`config.mk`:
```
export PLATFORM = sky130hd
export DESIGN_NAME = sciw_top
export DESIGN_NICKNAME = d
export VERILOG_FILES = /design/src/hdl/sciw_pkg.sv /design/src/hdl/sciw_top.sv /design/src/hdl/sciw_bitclk.sv /design/src/hdl/sciw_frame_rx.sv
export SDC_FILE = /design/constraint.sdc
export NUM_CORES = 1
export LEC_CHECK = 0
export BUFFER_PORTS_ARGS = -buffer_cell sky130_fd_sc_hd__buf_2
export CAP_MARGIN = 20
export CORE_MARGIN = 3
export CORE_UTILIZATION = 59
export DETAILED_ROUTE_END_ITERATION = 6
export PLACE_DENSITY = 0.82
export RECOVER_POWER = 100
export SLEW_MARGIN = 25
export SYNTH_ARGS = -nofsm -noshare
export SYNTH_HDL_FRONTEND = slang
export SYNTH_SLANG_ARGS = --single-unit
```
`constraint.sdc`:
```
create_clock -name CORE_CLK -period 8.7 [get_ports CORE_CLK]
set_clock_uncertainty 0.05 [all_clocks]
set_input_delay 0.87 -clock CORE_CLK [delete_from_list [all_inputs] [get_ports CORE_CLK]]
set_output_delay 0.87 -clock CORE_CLK [all_outputs]
set_load 0.01 [all_outputs]
```
`src/hdl/sciw_pkg.sv`:
```
// Shared constants, carriers and state codes of the idle and wake-up receiver
package sciw_pkg;

  // ************************************************************
  // Register map (byte addresses)
  // ************************************************************
  localparam int unsigned AW = 5;
  localparam logic [AW-1:0] OFS_CTRL = 5'h00;
  localparam logic [AW-1:0] OFS_STAT = 5'h04;
  localparam logic [AW-1:0] OFS_DATA = 5'h08;
  localparam logic [AW-1:0] OFS_ISTAT = 5'h0c;
  localparam logic [AW-1:0] OFS_ICLR = 5'h10;
  localparam logic [AW-1:0] OFS_IEN = 5'h14;
  localparam logic [AW-1:0] OFS_BAUD = 5'h18;

  // ************************************************************
  // Field positions and reset values
  // ************************************************************
  localparam int unsigned CTRL_W = 5;
  localparam int unsigned SB_FULL = 0;
  localparam int unsigned SB_IDLE = 1;
  localparam int unsigned SB_FERR = 2;
  localparam int unsigned SB_SLEEP = 3;
  localparam int unsigned SB_BUSY = 4;
  localparam int unsigned IB_IDLE = 0;
  localparam int unsigned IB_FULL = 1;
  localparam int unsigned IRQ_W = 2;
  localparam int unsigned DW = 9;
  localparam int unsigned BAUD_W = 16;
  localparam logic [BAUD_W-1:0] BAUD_RST = 16'h0364;
  localparam logic [CTRL_W-1:0] CTRL_RST = 5'h00;

  // ************************************************************
  // Frame lengths, start through stop
  // ************************************************************
  localparam int unsigned FL_W = 4;
  localparam logic [FL_W-1:0] FRAME_LEN_8 = 4'ha;
  localparam logic [FL_W-1:0] FRAME_LEN_9 = 4'hb;

  // ************************************************************
  // Carriers and state codes
  // ************************************************************
  typedef struct packed {
    logic nine_bit;
    logic wake_addr;
    logic receiver_sleep;
    logic idle_irq_enable;
    logic idle_type_select;
  } sciw_ctrl_t;

  typedef struct packed {
    logic done;
    logic stop_ok;
    logic [DW-1:0] data;
  } sciw_frame_t;

  typedef enum logic [1:0] {
    FR_IDLE = 2'b00,
    FR_START = 2'b01,
    FR_DATA = 2'b10,
    FR_STOP = 2'b11
  } sciw_fr_state_t;

endpackage

```
`src/hdl/sciw_top.sv`:
```
// Serial receiver with idle-line detection, wake-up and Avalon-MM registers
// How it works
// - Idle detection runs always, never disabled.
// - Type bit picks short/long idle; sets idle flag.
// - Short idle counts every run of ones.
// - Long idle counts ones after stop only.
// - Idle interrupt enable raises request on idle.
// - Status read then data read clears idle.
// - Idle rearms only after a received frame.
// - Sleep bit suppresses receiver flags and interrupts.
// - Wake clears sleep; software may clear too.
// - Wake select: zero idle line, one address.
// - Idle line wakes receiver from sleep.
// - Frame with set MSB wakes receiver.
// - Waking frame lands in buffer, sets full.
// - Software may put receiver back to sleep.
module sciw_top
  import sciw_pkg::*;
(
  input wire logic CORE_CLK,
  input wire logic RST_B,
  input wire logic RXD,
  input wire logic [AW-1:0] AVS_ADDRESS,
  input wire logic AVS_READ,
  input wire logic AVS_WRITE,
  input wire logic [31:0] AVS_WRITEDATA,
  input wire logic [3:0] AVS_BYTEENABLE,
  output logic [31:0] AVS_READDATA,
  output logic AVS_WAITREQUEST,
  output logic IRQ
);

  // ************************************************************
  // Reset release
  // ************************************************************
  logic [1:0] rst_sync_q;
  logic rst_n;

  always_ff @(posedge CORE_CLK or negedge RST_B)
  begin
    if (!RST_B)
    begin
      rst_sync_q <= 2'b00;
    end
    else
    begin
      rst_sync_q <= {rst_sync_q[0], 1'b1};
    end
  end

  assign rst_n = rst_sync_q[1];

  // ************************************************************
  // Bit timing and framing
  // ************************************************************
  sciw_ctrl_t ctrl_q, ctrl_d;
  logic [BAUD_W-1:0] baud_q, baud_d;
  logic tick, restart, in_frame;
  sciw_frame_t frame;

  sciw_bitclk u_bitclk (
    .clk(CORE_CLK),
    .rst_n(rst_n),
    .restart(restart),
    .div(baud_q),
    .tick(tick)
  );

  sciw_frame_rx u_frame (
    .clk(CORE_CLK),
    .rst_n(rst_n),
    .line(RXD),
    .tick(tick),
    .nine_bit(ctrl_q.nine_bit),
    .restart(restart),
    .in_frame(in_frame),
    .frame(frame)
  );

  // ************************************************************
  // Idle-line counters
  // ************************************************************
  logic [FL_W-1:0] flen, short_q, short_d, long_q, long_d;
  logic long_en_q, long_en_d;
  logic det_short, det_long, idle_det;

  assign flen = ctrl_q.nine_bit ? FRAME_LEN_9 : FRAME_LEN_8;

  // No enable on purpose: detection must keep running in every mode
  always_comb
  begin
    short_d = short_q;
    long_d = long_q;
    long_en_d = long_en_q;
    det_short = 1'b0;
    det_long = 1'b0;
    if (frame.done)
    begin
      long_en_d = 1'b1;
    end
    if (tick)
    begin
      if (!RXD)
      begin
        short_d = '0;
        long_d = '0;
        long_en_d = 1'b0;
      end
      else
      begin
        if (short_q != flen)
        begin
          short_d = short_q + 4'h1;
        end
        det_short = (short_q == flen - 4'h1);
        if (long_en_q && !in_frame && long_q != flen)
        begin
          long_d = long_q + 4'h1;
        end
        det_long = long_en_q && !in_frame && (long_q == flen - 4'h1);
      end
    end
  end

  assign idle_det = ctrl_q.idle_type_select ? det_long : det_short;

  always_ff @(posedge CORE_CLK or negedge rst_n)
  begin
    if (!rst_n)
    begin
      short_q <= '0;
      long_q <= '0;
      long_en_q <= 1'b1;
    end
    else
    begin
      short_q <= short_d;
      long_q <= long_d;
      long_en_q <= long_en_d;
    end
  end

  // ************************************************************
  // Avalon-MM slave handshake
  // ************************************************************
  logic wait_q, wait_d;
  logic [31:0] rdata_q, rdata_d;
  logic wr_acc, rd_acc, wr_ctrl, rd_stat, rd_data;

  // One wait cycle per access; the answer is always registered
  assign wait_d = ~((AVS_READ | AVS_WRITE) & wait_q);
  assign wr_acc = AVS_WRITE & ~wait_q & AVS_BYTEENABLE[0];
  assign rd_acc = AVS_READ & ~wait_q;
  assign wr_ctrl = wr_acc & (AVS_ADDRESS == OFS_CTRL);
  assign rd_stat = rd_acc & (AVS_ADDRESS == OFS_STAT);
  assign rd_data = rd_acc & (AVS_ADDRESS == OFS_DATA);

  // ************************************************************
  // Flags, sleep and interrupts
  // ************************************************************
  logic full_q, full_d, idle_q, idle_d, ferr_q, ferr_d;
  logic armed_q, armed_d;
  logic [1:0] seen_q, seen_d;
  logic [DW-1:0] buf_q, buf_d;
  logic [IRQ_W-1:0] ist_q, ist_d, ien_q, ien_d;
  logic irq_q, irq_d;
  logic msb, addr_wake, idle_wake, full_set, idle_set;

  assign msb = ctrl_q.nine_bit ? frame.data[DW-1] : frame.data[DW-2];
  assign addr_wake = ctrl_q.receiver_sleep & ctrl_q.wake_addr
                     & frame.done & msb;
  assign idle_wake = ctrl_q.receiver_sleep & ~ctrl_q.wake_addr
                     & idle_det;
  // Sleep gates every flag set except the frame that wakes
  assign full_set = frame.done
                    & (~ctrl_q.receiver_sleep | addr_wake);
  assign idle_set = idle_det & armed_q & ~ctrl_q.receiver_sleep;

  always_comb
  begin
    ctrl_d = ctrl_q;
    baud_d = baud_q;
    ien_d = ien_q;
    full_d = full_q;
    idle_d = idle_q;
    ferr_d = ferr_q;
    buf_d = buf_q;
    seen_d = seen_q;
    armed_d = armed_q;
    ist_d = ist_q;
    if (addr_wake || idle_wake)
    begin
      ctrl_d.receiver_sleep = 1'b0;
    end
    if (wr_ctrl)
    begin
      // Software write wins over a wake in the same cycle
      ctrl_d = sciw_ctrl_t'(AVS_WRITEDATA[CTRL_W-1:0]);
    end
    if (wr_acc && AVS_ADDRESS == OFS_IEN)
    begin
      ien_d = AVS_WRITEDATA[IRQ_W-1:0];
    end
    if (wr_acc && AVS_ADDRESS == OFS_BAUD)
    begin
      baud_d[7:0] = AVS_WRITEDATA[7:0];
    end
    if (AVS_WRITE && !wait_q && AVS_BYTEENABLE[1] &&
        AVS_ADDRESS == OFS_BAUD)
    begin
      baud_d[BAUD_W-1:8] = AVS_WRITEDATA[BAUD_W-1:8];
    end
    if (wr_acc && AVS_ADDRESS == OFS_ICLR)
    begin
      ist_d = ist_q & ~AVS_WRITEDATA[IRQ_W-1:0];
    end
    if (rd_stat)
    begin
      seen_d = {rdata_q[SB_IDLE], rdata_q[SB_FULL]};
    end
    if (rd_data)
    begin
      seen_d = 2'b00;
      if (seen_q[SB_IDLE])
      begin
        idle_d = 1'b0;
      end
      if (seen_q[SB_FULL])
      begin
        full_d = 1'b0;
      end
    end
    // Sets come last so an event never falls to a clear
    if (full_set)
    begin
      full_d = 1'b1;
      ferr_d = ~frame.stop_ok;
      buf_d = frame.data;
      armed_d = 1'b1;
      ist_d[IB_FULL] = 1'b1;
    end
    if (idle_set)
    begin
      idle_d = 1'b1;
      armed_d = 1'b0;
      if (ctrl_q.idle_irq_enable)
      begin
        ist_d[IB_IDLE] = 1'b1;
      end
    end
  end

  assign irq_d = |(ist_q & ien_q);

  // ************************************************************
  // Read data
  // ************************************************************
  always_comb
  begin
    rdata_d = '0;
    case (AVS_ADDRESS)
      OFS_CTRL: rdata_d[CTRL_W-1:0] = ctrl_q;
      OFS_STAT: rdata_d[SB_BUSY:SB_FULL] = {in_frame, ctrl_q.receiver_sleep,
                                            ferr_q, idle_q, full_q};
      OFS_DATA: rdata_d[DW-1:0] = buf_q;
      OFS_ISTAT: rdata_d[IRQ_W-1:0] = ist_q;
      OFS_IEN: rdata_d[IRQ_W-1:0] = ien_q;
      OFS_BAUD: rdata_d[BAUD_W-1:0] = baud_q;
      default: rdata_d = '0;
    endcase
  end

  always_ff @(posedge CORE_CLK or negedge rst_n)
  begin
    if (!rst_n)
    begin
      ctrl_q <= CTRL_RST;
      baud_q <= BAUD_RST;
      ien_q <= '0;
      ist_q <= '0;
      full_q <= 1'b0;
      idle_q <= 1'b0;
      ferr_q <= 1'b0;
      buf_q <= '0;
      seen_q <= 2'b00;
      armed_q <= 1'b1;
      irq_q <= 1'b0;
      wait_q <= 1'b1;
      rdata_q <= '0;
    end
    else
    begin
      ctrl_q <= ctrl_d;
      baud_q <= baud_d;
      ien_q <= ien_d;
      ist_q <= ist_d;
      full_q <= full_d;
      idle_q <= idle_d;
      ferr_q <= ferr_d;
      buf_q <= buf_d;
      seen_q <= seen_d;
      armed_q <= armed_d;
      irq_q <= irq_d;
      wait_q <= wait_d;
      rdata_q <= rdata_d;
    end
  end

  assign AVS_READDATA = rdata_q;
  assign AVS_WAITREQUEST = wait_q;
  assign IRQ = irq_q;
endmodule

```
`src/hdl/sciw_bitclk.sv`:
```
// Bit-time enable divider, realigned to mid-bit at each start edge
module sciw_bitclk
  import sciw_pkg::*;
(
  input wire logic clk,
  input wire logic rst_n,
  input wire logic restart,
  input wire logic [BAUD_W-1:0] div,
  output logic tick
);

  logic [BAUD_W-1:0] cnt_q, cnt_d;
  logic tick_q, tick_d;

  // ************************************************************
  // Divider
  // ************************************************************
  // Free running between frames so idle bit times are still counted
  always_comb
  begin
    tick_d = 1'b0;
    cnt_d = cnt_q - 16'h0001;
    if (restart)
    begin
      cnt_d = {1'b0, div[BAUD_W-1:1]};
    end
    else if (cnt_q == '0)
    begin
      cnt_d = div - 16'h0001;
      tick_d = 1'b1;
    end
  end

  always_ff @(posedge clk or negedge rst_n)
  begin
    if (!rst_n)
    begin
      cnt_q <= BAUD_RST;
      tick_q <= 1'b0;
    end
    else
    begin
      cnt_q <= cnt_d;
      tick_q <= tick_d;
    end
  end

  assign tick = tick_q;

endmodule

```
`src/hdl/sciw_frame_rx.sv`:
```
// Character framer: start check, LSB-first data, stop sample
module sciw_frame_rx
  import sciw_pkg::*;
(
  input wire logic clk,
  input wire logic rst_n,
  input wire logic line,
  input wire logic tick,
  input wire logic nine_bit,
  output logic restart,
  output logic in_frame,
  output sciw_frame_t frame
);

  sciw_fr_state_t st_q, st_d;
  logic [DW-1:0] sh_q, sh_d;
  logic [FL_W-1:0] n_q, n_d;
  sciw_frame_t fr_q, fr_d;

  // ************************************************************
  // Frame sequencer
  // ************************************************************
  always_comb
  begin
    st_d = st_q;
    sh_d = sh_q;
    n_d = n_q;
    fr_d = fr_q;
    fr_d.done = 1'b0;
    restart = 1'b0;
    case (st_q)
      FR_IDLE:
      begin
        if (!line)
        begin
          restart = 1'b1;
          st_d = FR_START;
        end
      end
      FR_START:
      begin
        // A glitch shorter than half a bit is dropped here
        if (tick)
        begin
          n_d = '0;
          st_d = line ? FR_IDLE : FR_DATA;
        end
      end
      FR_DATA:
      begin
        if (tick)
        begin
          sh_d = {line, sh_q[DW-1:1]};
          n_d = n_q + 4'h1;
          if (n_q == (nine_bit ? 4'h8 : 4'h7))
          begin
            st_d = FR_STOP;
          end
        end
      end
      FR_STOP:
      begin
        if (tick)
        begin
          fr_d.done = 1'b1;
          fr_d.stop_ok = line;
          fr_d.data = nine_bit ? sh_q : {1'b0, sh_q[DW-1:1]};
          st_d = FR_IDLE;
        end
      end
      default:
      begin
        st_d = FR_IDLE;
      end
    endcase
  end

  always_ff @(posedge clk or negedge rst_n)
  begin
    if (!rst_n)
    begin
      st_q <= FR_IDLE;
      sh_q <= '0;
      n_q <= '0;
      fr_q <= '0;
    end
    else
    begin
      st_q <= st_d;
      sh_q <= sh_d;
      n_q <= n_d;
      fr_q <= fr_d;
    end
  end

  assign in_frame = (st_q != FR_IDLE);
  assign frame = fr_q;

endmodule

```
* Word-level counts from Yosys, hierarchy flattened
Cells that the tools add are included.
** Storage, ports and cells
- Bits in registers :: 112
- Bits of input ports :: 46
- Output and inout bits :: 34
- Word-level logic and storage cells :: 171
** Cells by class
- Reductions and logical operators :: 34
- $add $sub $neg :: 6
- Equal/unequal tests :: 21
- Bitwise gates (word level) :: 25
- Muxes and demuxes :: 54
** Operator list (number)
- 16-bit 2-to-1 mux :: 2
- 16-bit by 1-bit subtractor with 16-bit output, second input constant :: 2
- 4-bit 2-to-1 mux :: 7
- 1-bit 2-to-1 mux :: 26
- 11-bit 2-to-1 mux :: 2
- 2-bit nonzero test :: 10
- 2-bit 2-to-1 mux :: 9
- 16-bit zero test :: 1
- 4-bit case mux with 2 select lines :: 2
- 1-bit bitwise AND :: 15
- 5-bit == test, second input constant :: 3
- 4-bit by 1-bit adder with 4-bit output, second input constant :: 3
- 4-bit == test :: 3
- 2-bit case mux with 6 select lines :: 1
- 3-bit case mux with 4 select lines :: 1
- 2-bit AND reduction :: 6
- 5-bit by 4-bit == test with 1-bit output, second input constant :: 2
- 1-bit logical AND :: 9
- 9-bit 2-to-1 mux :: 1
- 2-bit inequality test, second input constant :: 4
- 4-bit inequality test :: 2
- 2-bit case mux with 4 select lines :: 1
- 7-bit 2-to-1 mux :: 1
- 2-bit by 1-bit inequality test with 1-bit output, second input constant :: 3
- other kinds (16) :: 24

* Logic depth before layout (Yosys ltp)
- Word-level depth :: 11
- Mapped depth :: 9
- Depth with buffers taken out :: 9

* By module
From an unflattened synthesis, not the netlist that was laid out.
** Second synthesis, totals
- Cells, all modules :: 519
- Area total of the unflattened synthesis :: 5729.2 um2
** By module, submodules not included
- sciw_top :: cells each 260, seq. area each 1736.7 um2, times used 1, area each 3156.8 um2
- sciw_bitclk :: cells each 153, seq. area each 431.7 um2, times used 1, area each 1357.6 um2
- sciw_frame_rx :: cells each 106, seq. area each 650.6 um2, times used 1, area each 1214.9 um2

* Worst setup path before layout
No wires, ideal clock.
- Kind :: input port to flip-flop
- From :: in AVS_ADDRESS[2]
- To :: reg baud_q[10]
- Arrival :: 2.209 ns
- Data required time :: 8.525 ns
- Cell stages on the path :: 6
- Path buffers :: 2
- Library setup time :: 0.125 ns
- Path slack :: 6.316 ns
- Path through :: clkbuf_1 nor3_1 and3_1 clkbuf_1 nand4b_2 mux2_2
** On the way
- Longest elaborated chain between the ends :: 2
** RTL lines
- from (decl) :: RTL line sciw_top.sv:23 : input wire logic [AW-1:0] AVS_ADDRESS,
- 5-bit == test :: RTL line sciw_top.sv:209 : AVS_ADDRESS == OFS_BAUD)
- 1-bit logical AND :: RTL line sciw_top.sv:208 : if (AVS_WRITE && !wait_q && AVS_BYTEENABLE[1] &&
- to (signal assigned) :: RTL line sciw_top.sv:294 : baud_q <= baud_d;
- to (decl) :: RTL line sciw_top.sv:57 : logic [BAUD_W-1:0] baud_q, baud_d;
Every way passes these cells.
A chain may end at the register's enable or synchronous reset.

* Worst setup path after layout
- From :: reg u_bitclk.cnt_q[4]
- To :: reg u_bitclk.cnt_q[12]
** On the way
- Longest elaborated chain between the ends :: 3
- Elaborated cells between the ends (all ways) :: 4
- Classes of those cells :: 1 x add/sub; 2 x mux; 1 x reduce/logical
** RTL lines
- from (decl) :: RTL line sciw_bitclk.sv:12 : logic [BAUD_W-1:0] cnt_q, cnt_d;
- from (signal assigned) :: RTL line sciw_bitclk.sv:43 : cnt_q <= cnt_d;
- 16-bit by 1-bit subtractor with 16-bit output / 16-bit zero test (equally long branches) :: RTL line sciw_bitclk.sv:22, sciw_bitclk.sv:27
- 16-bit 2-to-1 mux * :: RTL line sciw_bitclk.sv:27 : else if (cnt_q == '0)
- 16-bit 2-to-1 mux * :: RTL line sciw_bitclk.sv:23 : if (restart)
- named net u_bitclk.cnt_d[12] :: RTL line sciw_bitclk.sv:12
The timed path passes the listed nets; every way through them passes the cells marked *.

==> metrics.csv <==
stage;metric;value;unit
status;status;finished with violations;
status;violations;max-capacitance violations;
synth;synth_common_cells;dfrtp_1, nand2_1, mux2_2;
timing;slew_violations;0;
floorplan;rows;35;
synth;synthXorXnorAreaFrac;1.24;%
layout;fillCellCount;746;
floorplan;initial_core_util;61.1;%
synth;synthAdderAreaFrac;0.882;%
detailed_routing;vias;4206;
critical_path;path_class;flop to flop;
critical_path;r2r-end;u_bitclk.cnt_q[12];
timing;fin_tns_setup;0;ns
critical_path;cp_max_fo;7;
clock_network;clockRootBuffer;clkbuf_8;
critical_path;crit_path_end_kind;flop;
synth;synth_edf_count;0;
detailed_routing;routed_wl;11.8;mm
detailed_routing;wl_per_cell;16.7;um
timing;layout_min_cycle_time;3.18;ns
clock_network;htreeDepth;3;
timing;rsz0062_at_grt;false;
critical_path;rr_startpoint;u_bitclk.cnt_q[4];
synth;synth_area_leaders;dfrtp_1, mux2_2, dfstp_2;
clock_network;path_clk_slew;0.11;ns
clock_network;cts.path.max_buffers;2;
placement;port_buffers;45;
synth;ys_warn_count;0;
layout;final_nets;624;
synth;synthSimpleGateAreaFrac;17.1;%
min_path;hold_class;input port to async pin;
placement;place_area;0.00589;sq mm
layout;syn2layout_area_growth;5.93;%
floorplan;ios;80;
floorplan;die_area;0.0108;sq mm
floorplan;die_h;104;um
global_route;grt_overflow_total;0;
synth;synth_cells;545;
detailed_routing;drcViolationCount;0;
timing;max_slew_margin;0.866;%
power;powerDensity;175;mW/mm^2
clock_network;insertion_delay;0.38;ns
synth;yosysUniqueCellTypes;67;
timing;max_freq;314;MHz
global_route;antenna_found_initial;0;
critical_path;start_kind;flop;
detailed_routing;drtIter0Drc;200;
floorplan;fp.coreArea;0.00928;sq mm
clock_network;cts_buffers;9;
clock_network;cts.sinks;112;
clock_network;cts_resized;0;
flow_run;maxCapViolCount;1;
global_route;grt_pass1_wl;20.0;mm
placement;post-dp-hpwl;8.40;mm
clock_network;hold_buffers;0;
timing;finalHoldViolCount;0;
critical_path;r2r_cells;9;
synth;ys_seq_area_share;49.7;%
synth;synth.most_common_cell;dfrtp_1;
detailed_routing;via_per_inst;5.94;
synth;synthFlopType;dfrtp_1;
floorplan;die_w;104;um
detailed_routing;drtPass1Iterations;4;
critical_path;worstPathArrival;3.42;ns
timing;finalSetupViolations;0;
global_route;grtUsageTotal;22.4;%
synth;synth_top_family_by_area;simple AND/OR/NAND/NOR gates;
synth;yosys_register_bits;112;
synth;avgSynthCellArea;10.4;sq um
global_route;grt_max_degree;76;
placement;gp_congestion;0.876;
timing;worst_slew_pin_slew;1.47;ns
critical_path;endpoint;u_bitclk.cnt_q[12];
critical_path;worstPathRequired;8.93;ns
timing;period_share;36.6;%
synth;synth_compound_area_share;13.5;%
power;p_leak;0.00264;uW
layout;fin_area;0.00601;sq mm
critical_path;crit_path_start;u_bitclk.cnt_q[4];
layout;layout-drive-gt1-share;19.7;%
power;vdd_drop_max;0.0000874;V
clock_network;cts_tree;yes;
synth;synthMuxAreaShare;12.4;%
layout;num_antenna_cells;0;
synth;synth_area;0.00567;sq mm
synth;async_reset_ff_share;100;%
synth;synth_top_area_cell;dfrtp_1;
detailed_routing;ant_nets;0;
synth;netlist.area_leader.share;43.7;%
clock_network;post-cts-setup-buffers;0;
global_route;grt_pass1_vias;4159;
critical_path;rrSetupSlack;5.52;ns
==> flip-flops by register name, indices dropped and copies added (netlist names), 2 cells and up, named ones only <==
signal / count
AVS_READDATA: 16
baud_q: 16
buf_q: 9
ctrl_q: 5
ien_q: 2
ist_q: 2
long_q: 4
rst_sync_q: 2
seen_q: 2
short_q: 4
u_bitclk.cnt_q: 16
u_frame.frame: 11
u_frame.n_q: 4
u_frame.sh_q: 9
==> routing by layer <==
metal	vias to the layer above	track usage (%)	wire length, um
met2	131	37.0	5780
met3	18	4.35	647
met4	0	7.50	184
met1	2080	29.8	5220
li1	1977	-	-
met5	-	0	0
==> critical path, stage by stage, from the launching register on <==
cell and delay [ns]:
dfrtp_1 0.44, nor3_1 0.55, nand3_1 0.39, nor2_1 0.28
a21oi_1 0.12, ha_1 0.23, and2_0 0.18, o311ai_0 0.40
nor4_1 0.16, o31ai_1 0.29
==> stage by stage <==
stage          setup slack (ns)  utilization, %  hold WS, ns  power, uW  instances
4_1_cts                    5.88            65.4        0.204       1060        708
3_3_place_gp               5.99            63.4        0.242        761        692
2_1_floorplan              5.32               -        0.281        734        560
3_5_place_dp               5.88            63.4        0.247        770        692
6_report                   5.52            64.7        0.215       1050        708
5_1_grt                    5.18            64.7        0.212       1100        708
==> how the worst min path moves through the flow <==
stage	startpoint	endpoint	depth (start not counted)
after floorplan	rst_sync_q[0]	rst_sync_q[1]	0
after global placement	rst_sync_q[1]	AVS_READDATA[5]	0
after detailed placement	rst_sync_q[1]	AVS_READDATA[6]	0
after CTS	RST_B	rst_sync_q[1]	1
after global routing	RST_B	rst_sync_q[0]	1
final	RST_B	rst_sync_q[0]	1
==> power breakdown <==
part           leakage (uW)  internal, uW  switching [uW]  total [uW]
registers           0.00141           567            51.9         619
clock network     0.0000903           114             178         292
logic               0.00114          64.3            75.1         139
total               0.00264           746             305        1050
==> cell usage in the layout, fill, tap and decap left out, drive strengths merged, types with 15 or more instances in the layout <==
| cell | n |
|---|---|
| dfrtp | 99 |
| nand2 | 64 |
| mux2 | 41 |
| o21ai | 40 |
| nor2 | 34 |
| clkbuf | 30 |
| buf | 28 |
| mux2i | 22 |
| nor3 | 19 |
| a31oi | 18 |
| conb | 17 |
| a21oi | 15 |
==> layout make-up <==
| class | instances | area (sq um) | area share (%) |
|---|---|---|---|
| clock buffer | 11 | 141 | 2.35 |
| inverter | 12 | 45.0 | 0.750 |
| sequential | 112 | 2820 | 46.9 |
| tap | 129 | 161 | 2.69 |
| clock inverter | 5 | 38.8 | 0.646 |
| timing repair buffer | 47 | 216 | 3.60 |
| multi-input combinational | 392 | 2590 | 43.0 |
==> logic make-up (layout without fill, tap and decap cells) <==
kind of cell,after synthesis,count (layout)
AO/OA/AOI/OAI,115,115
XOR/XNOR,8,8
adder cells (fa/ha/maj),4,4
buffers and inverters,56,75
flip-flops,112,112
multiplexers,64,64
other,2,17
AND/OR/NAND/NOR,184,184
Note: power is estimated with default switching activity, not from simulation.
